<file path="src/core/tcr_pkg.sv">
// shared constants and carriers for the capture-restart timer
package tcr_pkg;

  localparam int          COUNT_W      = 16;
  localparam logic [15:0] RESTART_VAL  = 16'h0001;
  localparam logic [15:0] RELOAD_RST   = 16'hFFFF;
  localparam logic [15:0] START_RST    = 16'h0001;
  localparam logic [15:0] CAPTURE_RST  = 16'h0000;
  localparam logic [2:0]  PRESCALE_RST = 3'h0;

  // timer mode codes: lower field plus upper bit form the full mode
  localparam logic [2:0]  MODE_LO_CAPRST = 3'h7;
  localparam logic        MODE_HI_CAPRST = 1'h0;

  // interrupt source selection field
  localparam logic [1:0]  IRQ_SRC_BOTH    = 2'h0;
  localparam logic [1:0]  IRQ_SRC_CAPTURE = 2'h2;
  localparam logic [1:0]  IRQ_SRC_RELOAD  = 2'h3;

  typedef struct packed {
    logic        enable;
    logic [2:0]  mode_lo;
    logic        mode_upper_bit;
    logic        input_edge_polarity;
    logic [2:0]  prescale;
    logic [1:0]  irq_source_select;
  } tcr_cfg_s;

  typedef struct packed {
    logic [15:0] start_count;
    logic [15:0] reload_value;
  } tcr_vals_s;

endpackage

</file>
<file path="src/core/tcr_timer.sv">
// 16-bit timer, capture-restart mode, with control bits as plain ports
`timescale 1ns/10ps
`default_nettype none
module tcr_timer
  import tcr_pkg::*;
(
  // clock and reset
  input  wire logic                 core_clk,
  input  wire logic                 nrst,
  // configuration
  input  wire tcr_cfg_s             cfg,
  input  wire tcr_vals_s            vals,
  // external timer input
  input  wire logic                 timer_in,
  // status
  output logic [COUNT_W-1:0]        count,
  output logic [COUNT_W-1:0]        capture_value,
  output logic                      capture_cause_flag,
  output logic                      timer_irq
);

  logic rst_meta;
  logic rst_n;
  always_ff @(posedge core_clk or negedge nrst)
  begin
    if (!nrst)
    begin
      rst_meta <= 1'b0;
      rst_n    <= 1'b0;
    end
    else
    begin
      rst_meta <= 1'b1;
      rst_n    <= rst_meta;
    end
  end

  logic mode_ok;
  assign mode_ok = (cfg.mode_lo == MODE_LO_CAPRST) && (cfg.mode_upper_bit == MODE_HI_CAPRST);

  logic running;
  assign running = cfg.enable && mode_ok;

  logic in_meta;
  logic in_sync;
  logic in_prev;
  always_ff @(posedge core_clk or negedge rst_n)
  begin
    if (!rst_n)
    begin
      in_meta <= 1'b0;
      in_sync <= 1'b0;
      in_prev <= 1'b0;
    end
    else
    begin
      in_meta <= timer_in;
      in_sync <= in_meta;
      in_prev <= in_sync;
    end
  end

  logic edge_hit;
  assign edge_hit = cfg.input_edge_polarity ? (!in_sync && in_prev) : (in_sync && !in_prev);

  logic [7:0] pre_cnt;
  logic [7:0] pre_max;
  logic       tick;
  assign pre_max = 8'((9'h001 << cfg.prescale) - 9'h001);
  assign tick    = running && (pre_cnt >= pre_max);
  always_ff @(posedge core_clk or negedge rst_n)
  begin
    if (!rst_n)
      pre_cnt <= 8'h00;
    else if (!running || tick)
      pre_cnt <= 8'h00;
    else
      pre_cnt <= pre_cnt + 8'h01;
  end

  logic capture_ev;
  logic reload_ev;
  assign capture_ev = running && edge_hit;
  assign reload_ev  = running && !edge_hit && tick && (count == vals.reload_value);

  // disabled timer holds the loaded start value
  always_ff @(posedge core_clk or negedge rst_n)
  begin
    if (!rst_n)
      count <= START_RST;
    else if (!running)
      count <= vals.start_count;
    else if (capture_ev)
      count <= RESTART_VAL;
    else if (reload_ev)
      count <= RESTART_VAL;
    else if (tick)
      count <= count + 16'h0001;
  end

  always_ff @(posedge core_clk or negedge rst_n)
  begin
    if (!rst_n)
      capture_value <= CAPTURE_RST;
    else if (capture_ev)
      capture_value <= count;
  end

  always_ff @(posedge core_clk or negedge rst_n)
  begin
    if (!rst_n)
      capture_cause_flag <= 1'b0;
    else if (capture_ev)
      capture_cause_flag <= 1'b1;
    else if (reload_ev)
      capture_cause_flag <= 1'b0;
  end

  logic next_irq;
  always_comb
  begin
    case (cfg.irq_source_select)
      IRQ_SRC_CAPTURE: next_irq = capture_ev;
      IRQ_SRC_RELOAD:  next_irq = reload_ev;
      default:         next_irq = capture_ev || reload_ev;
    endcase
  end

  always_ff @(posedge core_clk or negedge rst_n)
  begin
    if (!rst_n)
      timer_irq <= 1'b0;
    else
      timer_irq <= next_irq;
  end
endmodule
`default_nettype wire

</file>
<file path="config.mk">
export PLATFORM = sky130hd
export DESIGN_NAME = tcr_timer
export DESIGN_NICKNAME = d
export VERILOG_FILES = /design/src/core/tcr_pkg.sv /design/src/core/tcr_timer.sv
export SDC_FILE = /design/constraint.sdc
export NUM_CORES = 1
export LEC_CHECK = 0
export BUFFER_PORTS_ARGS = -buffer_cell sky130_fd_sc_hd__buf_2
export CAP_MARGIN = 20
export CORE_UTILIZATION = 35
export DETAILED_ROUTE_END_ITERATION = 7
export PLACE_DENSITY_LB_ADDON = 0.05
export SLEW_MARGIN = 15
export SYNTH_ARGS = -nofsm -noshare
export SYNTH_HDL_FRONTEND = slang
export SYNTH_SLANG_ARGS = --single-unit
</file>
<file path="constraint.sdc">
create_clock -name core_clk -period 4.1 [get_ports core_clk]
set_input_delay 0.82 -clock core_clk [delete_from_list [all_inputs] [get_ports core_clk]]
set_output_delay 0.82 -clock core_clk [all_outputs]
set_load 0.01 [all_outputs]
</file>
# Word-level counts from Yosys, hierarchy flattened
# Index checks and enable logic that the tools add are counted.
# totals
ff_bits	47
wordCells	46
# op_classes
addsub	3
order_cmp	1
n_eq_ne	5
shifts	1
n_mux	9
n_bitwise	1
n_reduce_logical	16
# ops
op	count
two-way mux 16 bit	4
adder 16 x 1 -> 16 bit, second input constant	1
equality test 16 bit	1
logical AND 1 bit	9
adder 8 x 1 -> 8 bit, second input constant	1
greater-or-equal comparator 8 bit	1
two-way mux 8 bit	1
<< shifter 1 x 3 -> 8 bit, first input constant	1
subtractor 8 x 1 -> 8 bit, second input constant	1
equality test 2 bit, second input constant	2
zero test 1 bit	4
!= test 4 x 1 -> 1 bit, second input constant	1
equality test 3 bit, second input constant	1
two-way mux 1 bit	3
logical OR 1 bit	2
one-hot mux 1 bit (2 select lines)	1
nonzero test 2 bit	1
NOT 1 bit	1

# Depth between registers and ports, before layout
# Gate-level depths: netlist (run 1).
# depth
ltp_word	10
depth_mapped	9

# Worst setup path before layout (run 1)
# OpenSTA, ideal clock, no wires.
# synth_path
kind	input -> register
from	input cfg[2] (netlist bit)
to	register count[6]
setup_time_ps	126
arrival_ps	2652
required_time_ps	3974
setup_slack_ps	1322
stages	9
path_buffers	1
path_cell_list	or3_1 > ha_1 > nand2b_1 > a31oi_1 > o311ai_0 > clkbuf_1 > o21ai_0 > a221oi_1 > nor2_1
# synth_between
elab_chain_len	9
elab_cells_between_ends	10
# synth_rtl
item	line_no	text
start: declaration	tcr_timer.sv:11	input wire tcr_cfg_s cfg,
<< shifter 1 x 3 -> 8 bit (*)	tcr_timer.sv:69	assign pre_max = 8'((9'h001 << cfg.prescale) - 9'h001);
subtractor 8 x 1 -> 8 bit (*)	tcr_timer.sv:69	
greater-or-equal comparator 8 bit (*)	tcr_timer.sv:70	assign tick = running && (pre_cnt >= pre_max);
logical AND 1 bit (*)	tcr_timer.sv:70	
logical AND 1 bit (2 in series)	tcr_timer.sv:84	assign reload_ev = running && !edge_hit && tick && (count == vals.reload_value);
two-way mux 16 bit	tcr_timer.sv:95	else if (reload_ev)
two-way mux 16 bit	tcr_timer.sv:93	else if (capture_ev)
two-way mux 16 bit	tcr_timer.sv:91	else if (!running)
end signal: assignment	tcr_timer.sv:92	count <= vals.start_count;
end signal: assignment	tcr_timer.sv:98	count <= count + 16'h0001;
end: declaration	tcr_timer.sv:16	output logic [COUNT_W-1:0] count,
# Every way passes the cells marked *; elsewhere a longest branch is shown, timed or not.
# A chain may end at the register's enable or synchronous reset.

# Final worst setup path (run 1)
# layout_path
from	input cfg[2] (netlist bit)
to	register count[4]
# The elaborated chain is that of the path after synthesis.

==> impl_results.md, run 1 <==
- Status: completed
- Min Clock Period, post-route: 2.73 ns
- EDFF count, synth: 0
- Placed insts: 439
- Routed WL: 6840 um
- Power Total: 0.986 mW
- Seq/Total Area, Yosys: 44.7%
- Crit. End Element: flip-flop
- Largest net degree at the start of global routing: 46
- Largest regs: capture_value (16), count (16), pre_cnt (8)
- ANT cells: 0
- Share of post-route cells with drive strength above 1: 32.1%
- Pwr Density: 306 nW/um2
- Clock transition at path regs: 0.09 ns
- Max IR drop VDD: 0.154 mV
- Unrepaired setup endpoints after global routing: no
- Synth Cell Area: 2630 um2
- Critical path type: primary input to flip-flop
- Die area: 7870 um2
- Arrival time at the worst endpoint: 2.92 ns
- Post-Synthesis Cells: 268
- Top Ports: 80
- Nets: 404
- Initial Util: 36.3%
- Max Slew Vio Count: 0
- HPWL Detailed: 5010 um
- Cts hold-fix bufs: 0
- Req. time, crit path: 4.29 ns
- Clock Sink Count: 47
- RD Place Congestion: 0.847
- Crit start category: primary input
- Clock Root Buffer: clkbuf_8
- Synth Register Bits: 47
- Die width: 88.7 um
- Global-route wire length before repair: 10,900 um
- Fin crit share: 66.6%
- Area Overhead vs Synth: 22.5%
- Num rows: 31
- Drt pass-1 iters: 4
- Asr flop ratio synth: 100%
- Die Y: 88.7 um
- Setup Buffers After CTS: 0
- Layout Skew: 0.00628 ns
- Synth Warn #: 0
- Vias in the first global route: 2,127
- DP Worst Slack: 1.03 ns
- CTS tree: built
- Syn Area/Cell: 9.82 um2
- Cts bufs inserted: 5
- Post-Route Setup TNS: 0 ns
- Final setup violation count: 0
- Fill cells: 765
- CTS resizes: 0
- Grt ovf: 0
- Distinct cells, synth: 48
- GR Util All Layers: 18.6%
- CP max FO: 10
- H-tree Lvls: 2
- Post-DR vias/cell: 5.10
- Post-route insts no fill: 448
- Clock latency on the worst-skew pair: 0.30 ns
- Post-route ant nets: 0
- Setup ws final: 1.37 ns
- DR iter-0 viols: 106
- Worst slew margin: 38.5%
- CTS max path bufs: 2
- IO buf count: 79
- Vias: 2,283
- Core area: 7250 um2
- Max-Cap Viols: 0
- Fmax: 366 MHz
- Routed length per instance: 15.3 um
- Least-Margin Pin Slew: 0.916 ns
- Drt drc: 0
- Final Hold Viols: 0
- Worst Hold Class: flip-flop to asynchronous set/reset pin
- Predominant post-synthesis flop cell: dfrtp_1
- Initial antenna violation count: 0
- Leakage: 1.52 nW
[critical path, cell delays in order]
cell and delay [ns]:
buf_2 0.12, or3_1 0.36, ha_1 0.26, nand2b_1 0.14
a31oi_1 0.21, o311a_1 0.42, nor2_2 0.18, a221oi_1 0.32
nor2_1 0.08
[area by class of cell]
cell class                 count  area [um2]  share of cell area, %
multi-input combinational    206        1380                   42.8
sequential                    47        1180                   36.5
timing repair buffer          83         438                   13.6
tap                           99         124                   3.84
clock buffer                   6        72.6                   2.25
inverter                       5        18.8                  0.582
clock inverter                 2        12.5                  0.388
[power breakdown]
group          total [mW]  switching, mW  leakage, nW  internal, mW
Clock               0.281          0.161       0.0412         0.120
Sequential          0.537         0.0370        0.595         0.500
Combinational       0.168         0.0846        0.886        0.0837
[cell families after synthesis]
kind of cell             share of synthesized area (%)
AND/OR/NAND/NOR                                   20.2
AO/OA/AOI/OAI                                     13.2
flip-flops                                        44.7
XOR/XNOR                                          7.98
buffers and inverters                             2.95
multiplexers                                      5.99
adder cells (fa/ha/maj)                           4.75
other                                            0.142
[cell usage in the layout (no fill, tap or decap), drive strengths merged, types with 2 or more instances in the layout]
cell type | Yosys | routed
or3 | 2 | 2
nor4 | 2 | 2
nor3 | 5 | 5
nand4 | 8 | 8
and2b | 2 | 2
xor2 | 4 | 4
mux2 | 14 | 14
nand2b | 2 | 2
nor4b | 4 | 4
ha | 10 | 10
nor2 | 19 | 19
a31oi | 3 | 3
inv | 5 | 5
xnor2 | 20 | 20
and3 | 4 | 4
nand4b | 2 | 2
a21o | 2 | 2
conb | 1 | 2
a221oi | 3 | 3
o21ai | 22 | 22
nand3 | 17 | 17
and4 | 2 | 2
clkbuf | 7 | 6
nand2 | 25 | 25
buf | 4 | 83
dfrtp | 46 | 46
a21oi | 19 | 19
[synthesized netlist by cell type (2+ instances only)]
cell      instances  share of area [%]
a221oi_1          2               0.67
buf_2             2               0.38
ha_1             10                4.8
dfrtp_1          46                 44
o21ai_0          18                3.4
nand3_1          17                3.2
clkbuf_1          7                1.0
inv_1             5               0.71
and2b_1           2               0.57
nand2_1          25                3.6
a21o_1            2               0.57
a21oi_1          19                3.6
nand4_1           8                1.9
xor2_1            4                1.3
nor2_1           18                2.6
nor4b_1           3                1.0
nand2b_1          2               0.48
and3_1            4               0.95
or3_1             2               0.48
o21ai_1           4               0.76
nand4b_1          2               0.67
buf_6             2               0.86
mux2_2           14                6.0
nor3_1            5               0.95
xnor2_1          20                6.7
a31oi_1           3               0.71
[metrics by stage]
stage | cell area [um2] | util [%] | hold WS [ns]
2_1_floorplan | 2640 | - | 0.331
3_5_place_dp | 3120 | 43.0 | 0.336
6_report | 3230 | 44.5 | 0.142
5_1_grt | 3230 | 44.5 | 0.171
4_1_cts | 3210 | 44.2 | 0.271
3_3_place_gp | 3120 | 43.0 | 0.334
[per-layer routing]
metal	track usage (%)	wire, um
met1	26.6	3460
met2	28.3	2960
met3	4.29	365
met4	4.40	58
met5	0	0
[path summary, 6_finish.rpt]
check | slack, ns | from | cells after the start | end
worst min-delay path | 0.14 | rst_n$_DFF_PN0_ | 0 | pre_cnt[0]$_DFF_PN0_
worst min register to register | 0.14 | rst_n$_DFF_PN0_ | 0 | pre_cnt[0]$_DFF_PN0_
worst max-delay path | 1.37 | cfg[2] | 9 | count[4]$_DFFE_PN0P_
worst max register to register | 1.51 | count[0]$_DFFE_PN1P_ | 6 | count[4]$_DFFE_PN0P_
min in group core_clk | 0.36 | in_meta$_DFF_PN0_ | 0 | in_sync$_DFF_PN0_
max in group asynchronous | 3.44 | rst_n$_DFF_PN0_ | 1 | count[0]$_DFFE_PN1P_
(Power assumes the default switching activity.)
==> run 2: changes to the inputs <==
clock period = 2.2 ns   (was 4.1 ns; I/O delays follow)
==> run 2 against run 1 <==
The flow now finishes with violations (negative setup slack). Clock power increased by 100%. Combinational power is 130% higher. Sequential power is 83% higher. Setup slack worse by 1.4 ns. Critical path depth increased by 1. Clock skew grew 0.0047 ns. Worst hold slack improved by 0.085 ns. Largest cell class unchanged. First-iteration DRC count fell by 19%. Largest power group unchanged. Design area up 12%. Die area unchanged.
==> impl_results.md, run 2 (synthesis gave the netlist of run 1 again) <==
- GR Util All Layers: 19.4% (was 18.6%)
- Most used cell, CP: buf_6
- Commonest non-fill, non-tap cells in the layout: 77 x buf_2, 45 x dfrtp_1, 31 x buf_4 (was 79 x buf_2, 45 x dfrtp_1, 25 x nand2_1)
- Global-route wire length before repair: 11,400 um (was 10,900 um)
- Routed length per instance: 15.4 um (was 15.3 um)
- ANT cells: 0 (unchanged)
- Sw frac: 28.9% (was 28.7%)
- Core area: 7250 um2 (unchanged)
- Share of post-route cells with drive strength above 1: 41.4% (was 32.1%)
- Clock transition at path regs: 0.10 ns (was 0.09 ns)
- Failing checks: negative setup slack
- Req. time, crit path: 2.40 ns (was 4.29 ns)
- Critical path type: primary input to flip-flop (unchanged)
- Area Overhead vs Synth: 37.1% (was 22.5%)
- Drt pass-1 iters: 4 (unchanged)
- Final setup violation count: 1 (was 0)
- Least-Margin Pin Slew: 0.912 ns (was 0.916 ns)
- Max IR drop VDD: 0.292 mV (was 0.154 mV)
- Cts bufs inserted: 5 (unchanged)
- IO buf count: 79 (unchanged)
- Pwr Density: 536 nW/um2 (was 306 nW/um2)
- Initial Util: 36.3% (unchanged)
- Vias: 2,418 (was 2,283)
- Largest net degree at the start of global routing: 28 (was 46)
- Fin area: 3610 um2 (was 3230 um2)
- Worst slew margin: 39.0% (was 38.5%)
- CTS max path bufs: 2 (unchanged)
- Leakage: 1.71 nW (was 1.52 nW)
- Slowest cell on crit path: o311a_4 (was o311a_1)
- Die Y: 88.7 um (unchanged)
- CP Cell Sequence: buf_6 -> or3_1 -> ha_1 -> nand2b_4 -> a31oi_4 -> o311a_4 -> buf_6 -> nor3_4 -> a21oi_2 -> o31ai_2 (was buf_2 -> or3_1 -> ha_1 -> nand2b_1 -> a31oi_1 -> o311a_1 -> nor2_2 -> a221oi_1 -> nor2_1)
- Critical path's top delay family: compound AO/OA/AOI/OAI gates (unchanged)
- Fin crit share: 101%
- DR top layer: met4 (unchanged)
- Status: finished, violations left (was completed)
- Commonest non-fill, non-tap cell in the layout: buf_2 (unchanged)
- Fmax: 449 MHz
- Crit. End Element: flip-flop (unchanged)
- Critical path buffers and inverters: 2 (was 1)
- Clock Root Buffer: clkbuf_8 (unchanged)
- Num rows: 31 (unchanged)
- Top Ports: 80 (unchanged)
- Routed wl met3: 457 um (was 365 um)
- Sequential Power Share: 50.9% (was 54.4%)
- Post-Route Setup TNS: -0.0286 ns (was 0 ns)
- Arrival time at the worst endpoint: 2.43 ns (was 2.92 ns)
- Clock Power Share: 29.6% (was 28.5%)
- Grt ovf: 0 (unchanged)
- Max incr delay on CP: 0.40 ns (was 0.42 ns)
- Post-DP Area: 3360 um2 (was 3120 um2)
- Psw: 0.558 mW (was 0.283 mW)
- Metal-1 WL: 3540 um (was 3460 um)
- Min Clock Period, post-route: 2.23 ns
- Largest regs: capture_value (16), count (16), pre_cnt (8) (unchanged)
- Clock latency on the worst-skew pair: 0.30 ns (about the same)
- Drt drc: 0 (unchanged)
- Layout Skew: 0.0110 ns (was 0.00628 ns)
- Post-DR vias/cell: 5.06 (was 5.10)
- Nets: 434 (was 404)
- Max-Cap Viols: 0 (unchanged)
- Unrepaired setup endpoints after global routing: yes (was no)
- Worst Hold Class: flip-flop to asynchronous set/reset pin (unchanged)
- CTS tree: built (unchanged)
- Vias in the first global route: 2,263 (was 2,127)
- Die width: 88.7 um (unchanged)
- Post-route insts no fill: 478 (was 448)
- Clock Sink Count: 47 (unchanged)
- DR iter-0 viols: 86 (was 106)
- Setup ws final: -0.0286 ns (was 1.37 ns)
- CP max FO: 7 (was 10)
- Routed WL: 7370 um (was 6840 um)
- H-tree Lvls: 2 (unchanged)
- Max Slew Vio Count: 0 (unchanged)
- Metal2 WL: 3310 um (was 2960 um)
- Placed insts: 469 (was 439)
- Post-route ant nets: 0 (unchanged)
- Initial antenna violation count: 0 (unchanged)
- Crit start category: primary input (unchanged)
- Internal power: 1.37 mW (was 0.703 mW)
- Final Hold Viols: 0 (unchanged)
- Die area: 7870 um2 (unchanged)
- HPWL Detailed: 5610 um (was 5010 um)
- Comb power frac: 19.5% (was 17.1%)
- RD Place Congestion: 0.841 (was 0.847)
## run 2: per-layer routing
metal	vias up	track usage, %
met5	-	0
met4	0	4.40
met3	6	4.20
met2	64	30.2
met1	1153	27.6
li1	1195	-
## run 2: worst paths after layout
path | from | endpoint | slack, ns | depth (start not counted)
max in group asynchronous | rst_n$_DFF_PN0_ | count[0]$_DFFE_PN1P_ | 1.40 | 1
max reg2reg | count[0]$_DFFE_PN1P_ | count[10]$_DFFE_PN0P_ | 0.07 | 8
min | rst_n$_DFF_PN0_ | pre_cnt[0]$_DFF_PN0_ | 0.23 | 0
min in group core_clk | timer_in | in_meta$_DFF_PN0_ | 0.24 | 1
min reg2reg | rst_n$_DFF_PN0_ | pre_cnt[0]$_DFF_PN0_ | 0.23 | 0
max | cfg[4] | count[10]$_DFFE_PN0P_ | -0.03 | 10
## run 2: worst reg2reg max path, stage by stage (launching register included)
cell and delay [ns]:
dfstp_2 0.60, ha_1 0.20, nand3_1 0.13, buf_4 0.20, nor3_4 0.21, nand3_2 0.14
nor3_4 0.19, a21oi_2 0.06, o31ai_2 0.31
## run 2: area by class of cell
| cell class | count | area [um2] |
|---|---|---|
| clock buffer | 6 | 82.6 |
| clock inverter | 2 | 16.3 |
| fill | 725 | 3640 |
| inverter | 5 | 18.8 |
| multi-input combinational | 206 | 1510 |
| sequential | 47 | 1180 |
| tap | 99 | 124 |
| timing repair buffer | 113 | 682 |
## run 2: timing repair
action,4_1_cts,5_1_grt
resized for setup,1,23
pin swaps,0,10
endpoints found under the setup margin,1,18
setup buffers,0,0
hold buffers,1,0
hold endpoints to repair,2,0
## run 2: power by group through the flow
stage | Combinational, mW | Sequential (mW) | Clock (mW)
5_1_grt | 0.419 | 0.996 | 0.632
3_5_place_dp | 0.364 | 1.00 | 0
4_1_cts | 0.368 | 0.985 | 0.586
3_3_place_gp | 0.360 | 1.00 | 0
6_report | 0.378 | 0.984 | 0.571
2_1_floorplan | 0.140 | 1.04 | 0
## run 2: metrics by stage
step / total power [mW] / hold WS, ns / utilization [%] / setup WS, ns
2_1_floorplan: 1.18 / 0.144 / - / -0.0625
3_3_place_gp: 1.36 / 0.227 / 46.3 / -0.318
3_5_place_dp: 1.37 / 0.228 / 46.3 / -0.344
4_1_cts: 1.94 / 0.231 / 47.9 / 0.0342
5_1_grt: 2.05 / 0.215 / 49.8 / -0.0839
6_report: 1.93 / 0.227 / 49.8 / -0.0286
==> run 3: changes to the inputs <==
CORE_ASPECT_RATIO = 1.1   (was unset)
CORE_MARGIN = 5   (was unset)
clock period = 2 ns   (was 2.2 ns; I/O delays follow)
==> run 3 against run 2 <==
The flow still finishes with violations (negative setup slack). Via count up 3.6%. Sequential power rose by 9.8%. Routed wire length is 9.6% higher. Sequential share of layout area down 2.5 points. Die area grew 19%. Worst hold slack got worse by 0.031 ns. Total power increased by 12%. Highest routed layer unchanged.
==> impl_results.md, run 3 (synthesis gave the netlist of run 1 again) <==
- CP Cell Sequence: buf_8 -> or3_1 -> ha_1 -> nand2b_4 -> a31oi_4 -> o311a_4 -> nor2_4 -> buf_6 -> nand4b_1 -> nand3_1 (was buf_6 -> or3_1 -> ha_1 -> nand2b_4 -> a31oi_4 -> o311a_4 -> buf_6 -> nor3_4 -> a21oi_2 -> o31ai_2)
- Placed insts: 466 (was 469)
- Grt ovf: 0 (unchanged)
- Post-Route Setup TNS: -0.424 ns (was -0.0286 ns)
- Commonest non-fill, non-tap cells in the layout: 76 x buf_2, 43 x dfrtp_1, 42 x buf_4 (was 77 x buf_2, 45 x dfrtp_1, 31 x buf_4)
- Req. time, crit path: 2.24 ns (was 2.40 ns)
- Max-Cap Viols: 0 (unchanged)
- DR iter-0 viols: 83 (was 86)
- Fin crit share: 104%
- Crit start category: primary input (unchanged)
- Core area: 7390 um2 (was 7250 um2)
- Crit. End Element: flip-flop (unchanged)
- Initial antenna violation count: 0 (unchanged)
- DP Worst Slack: -0.487 ns (was -0.344 ns)
- Top Ports: 80 (unchanged)
- Worst slew margin: 38.0% (was 39.0%)
- Fin area: 3910 um2 (was 3610 um2)
- HPWL Detailed: 5890 um (was 5610 um)
- Die width: 92.7 um (was 88.7 um)
- Initial Util: 35.6% (was 36.3%)
- Die Y: 101 um (was 88.7 um)
- RD Place Congestion: 0.843 (was 0.841)
- Critical path type: primary input to flip-flop (unchanged)
- Commonest non-fill, non-tap cell in the layout: buf_2 (unchanged)
- Share of post-route cells with drive strength above 1: 48.0% (was 41.4%)
- Failing checks: negative setup slack (unchanged)
- R2R depth: 7 (was 8)
- Vias in the first global route: 2,519 (was 2,263)
- Routed WL: 8070 um (was 7370 um)
- Post-DP Area: 3460 um2 (was 3360 um2)
- GR Util All Layers: 17.8% (was 19.4%)
- Final setup violation count: 11 (was 1)
- Nets: 455 (was 434)
- Critical path's top delay family: simple AND/OR/NAND/NOR gates (was compound AO/OA/AOI/OAI gates)
- Least-Margin Pin Slew: 0.926 ns (was 0.912 ns)
- Fmax: 483 MHz
- CTS max path bufs: 2 (unchanged)
- Unrepaired setup endpoints after global routing: yes (unchanged)
- Clock Sink Count: 47 (unchanged)
- Vias: 2,504 (was 2,418)
- Register-to-register setup slack: 0 ns (was 0.07 ns)
- Fill cells: 714 (was 725)
- Min Clock Period, post-route: 2.07 ns
- Setup ws final: -0.0713 ns (was -0.0286 ns)
- CP max FO: 7 (unchanged)
- Final Hold Viols: 0 (unchanged)
- Area Overhead vs Synth: 48.6% (was 37.1%)
- Drt drc: 0 (unchanged)
- Clock transition at path regs: 0.09 ns (was 0.10 ns)
- WHS: 0.195 ns (was 0.227 ns)
- Leakage: 1.86 nW (was 1.71 nW)
- Status: finished, violations left (unchanged)
- Max incr delay on CP: 0.36 ns (was 0.40 ns)
- Post-DR vias/cell: 5.14 (was 5.06)
- Die area: 9360 um2 (was 7870 um2)
- Post-route ant nets: 0 (unchanged)
- Drt pass-1 iters: 4 (unchanged)
- H-tree Lvls: 2 (unchanged)
- Power Total: 2.16 mW (was 1.93 mW)
- Post-route insts no fill: 487 (was 478)
- Slowest cell on crit path: or3_1 (was o311a_4)
- Pwr Density: 553 nW/um2 (was 536 nW/um2)
- Cts bufs inserted: 5 (unchanged)
- Worst Hold Class: flip-flop to asynchronous set/reset pin (unchanged)
- Routed length per instance: 16.6 um (was 15.4 um)
- Finished Core Util: 52.9% (was 49.8%)
- Reg-to-Reg Start: pre_cnt[7]$_DFF_PN0_ (was count[0]$_DFFE_PN1P_)
- ANT cells: 0 (unchanged)
- Max Slew Vio Count: 0 (unchanged)
- IO buf count: 79 (unchanged)
- Num rows: 33 (was 31)
- Largest net degree at the start of global routing: 31 (was 28)
- Critical path buffers and inverters: 2 (unchanged)
- Global-route wire length before repair: 13,100 um (was 11,400 um)
- CTS tree: built (unchanged)
- Clock Root Buffer: clkbuf_8 (unchanged)
- Layout Skew: 0.00427 ns (was 0.0110 ns)
- Largest regs: capture_value (16), count (16), pre_cnt (8) (unchanged)
- Clock latency on the worst-skew pair: 0.30 ns (about the same)
- Arrival time at the worst endpoint: 2.31 ns (was 2.43 ns)
- Max IR drop VDD: 0.282 mV (was 0.292 mV)
- R2r endpoint: count[2]$_DFFE_PN0P_ (was count[10]$_DFFE_PN0P_)
==> run 3: cell count changes in the layout (fill, tap and decap cells not counted), sizes merged <==
cell | before | now
clkinv | 1 | 0
clkinvlp | 1 | 0
buf | 112 | 133
clkbuf | 6 | 8
==> run 3: layout make-up <==
type | count | area [um2] | share of cell area (%)
Tap cell | 87 | 109 | 2.78
Multi-Input combinational cell | 206 | 1590 | 40.5
Timing Repair Buffer | 134 | 917 | 23.4
Sequential cell | 47 | 1180 | 30.2
Clock buffer | 8 | 100 | 2.56
Inverter | 5 | 18.8 | 0.480
==> run 3: how the worst max path moves through the flow <==
stage	cells after the start	startpoint	end	slack, ns
CTS	11	cfg[3]	count[14]$_DFFE_PN0P_	-0.09
global route	10	cfg[2]	count[2]$_DFFE_PN0P_	-0.16
global placement	10	cfg[2]	count[2]$_DFFE_PN0P_	-0.48
floorplan	9	cfg[2]	count[6]$_DFFE_PN0P_	-0.22
finish	10	cfg[2]	count[2]$_DFFE_PN0P_	-0.07
detailed placement	10	cfg[2]	count[2]$_DFFE_PN0P_	-0.49
==> run 3: timing repair <==
action                     in CTS  in global routing
pin swaps                      23                 22
setup endpoints to repair      15                 26
resized for setup              32                 25
hold buffers                    1                  0
setup buffers                   6                  6
hold endpoints to repair        2                  0
==> run 3: report_power, final <==
| group | switching, mW | internal (mW) |
|---|---|---|
| logic | 0.222 | 0.227 |
| clock network | 0.317 | 0.316 |
| registers | 0.0562 | 1.02 |
==> run 3: metal layers <==
metal	GRT usage [%]	wire, um
met3	3.58	439
met4	3.38	68
met2	30.3	3980
met5	0	0
met1	23.6	3590
==> run 3: worst reg2reg max path, delay by kind of cell (launching register included) <==
family | cells | cell delay, ns
adders and majority gates | 1 | 0.31
buffers and inverters | 1 | 0.15
AOI/OAI and AO/OA | 1 | 0.45
and+or+nand+nor | 4 | 0.63
DFF | 1 | 0.41
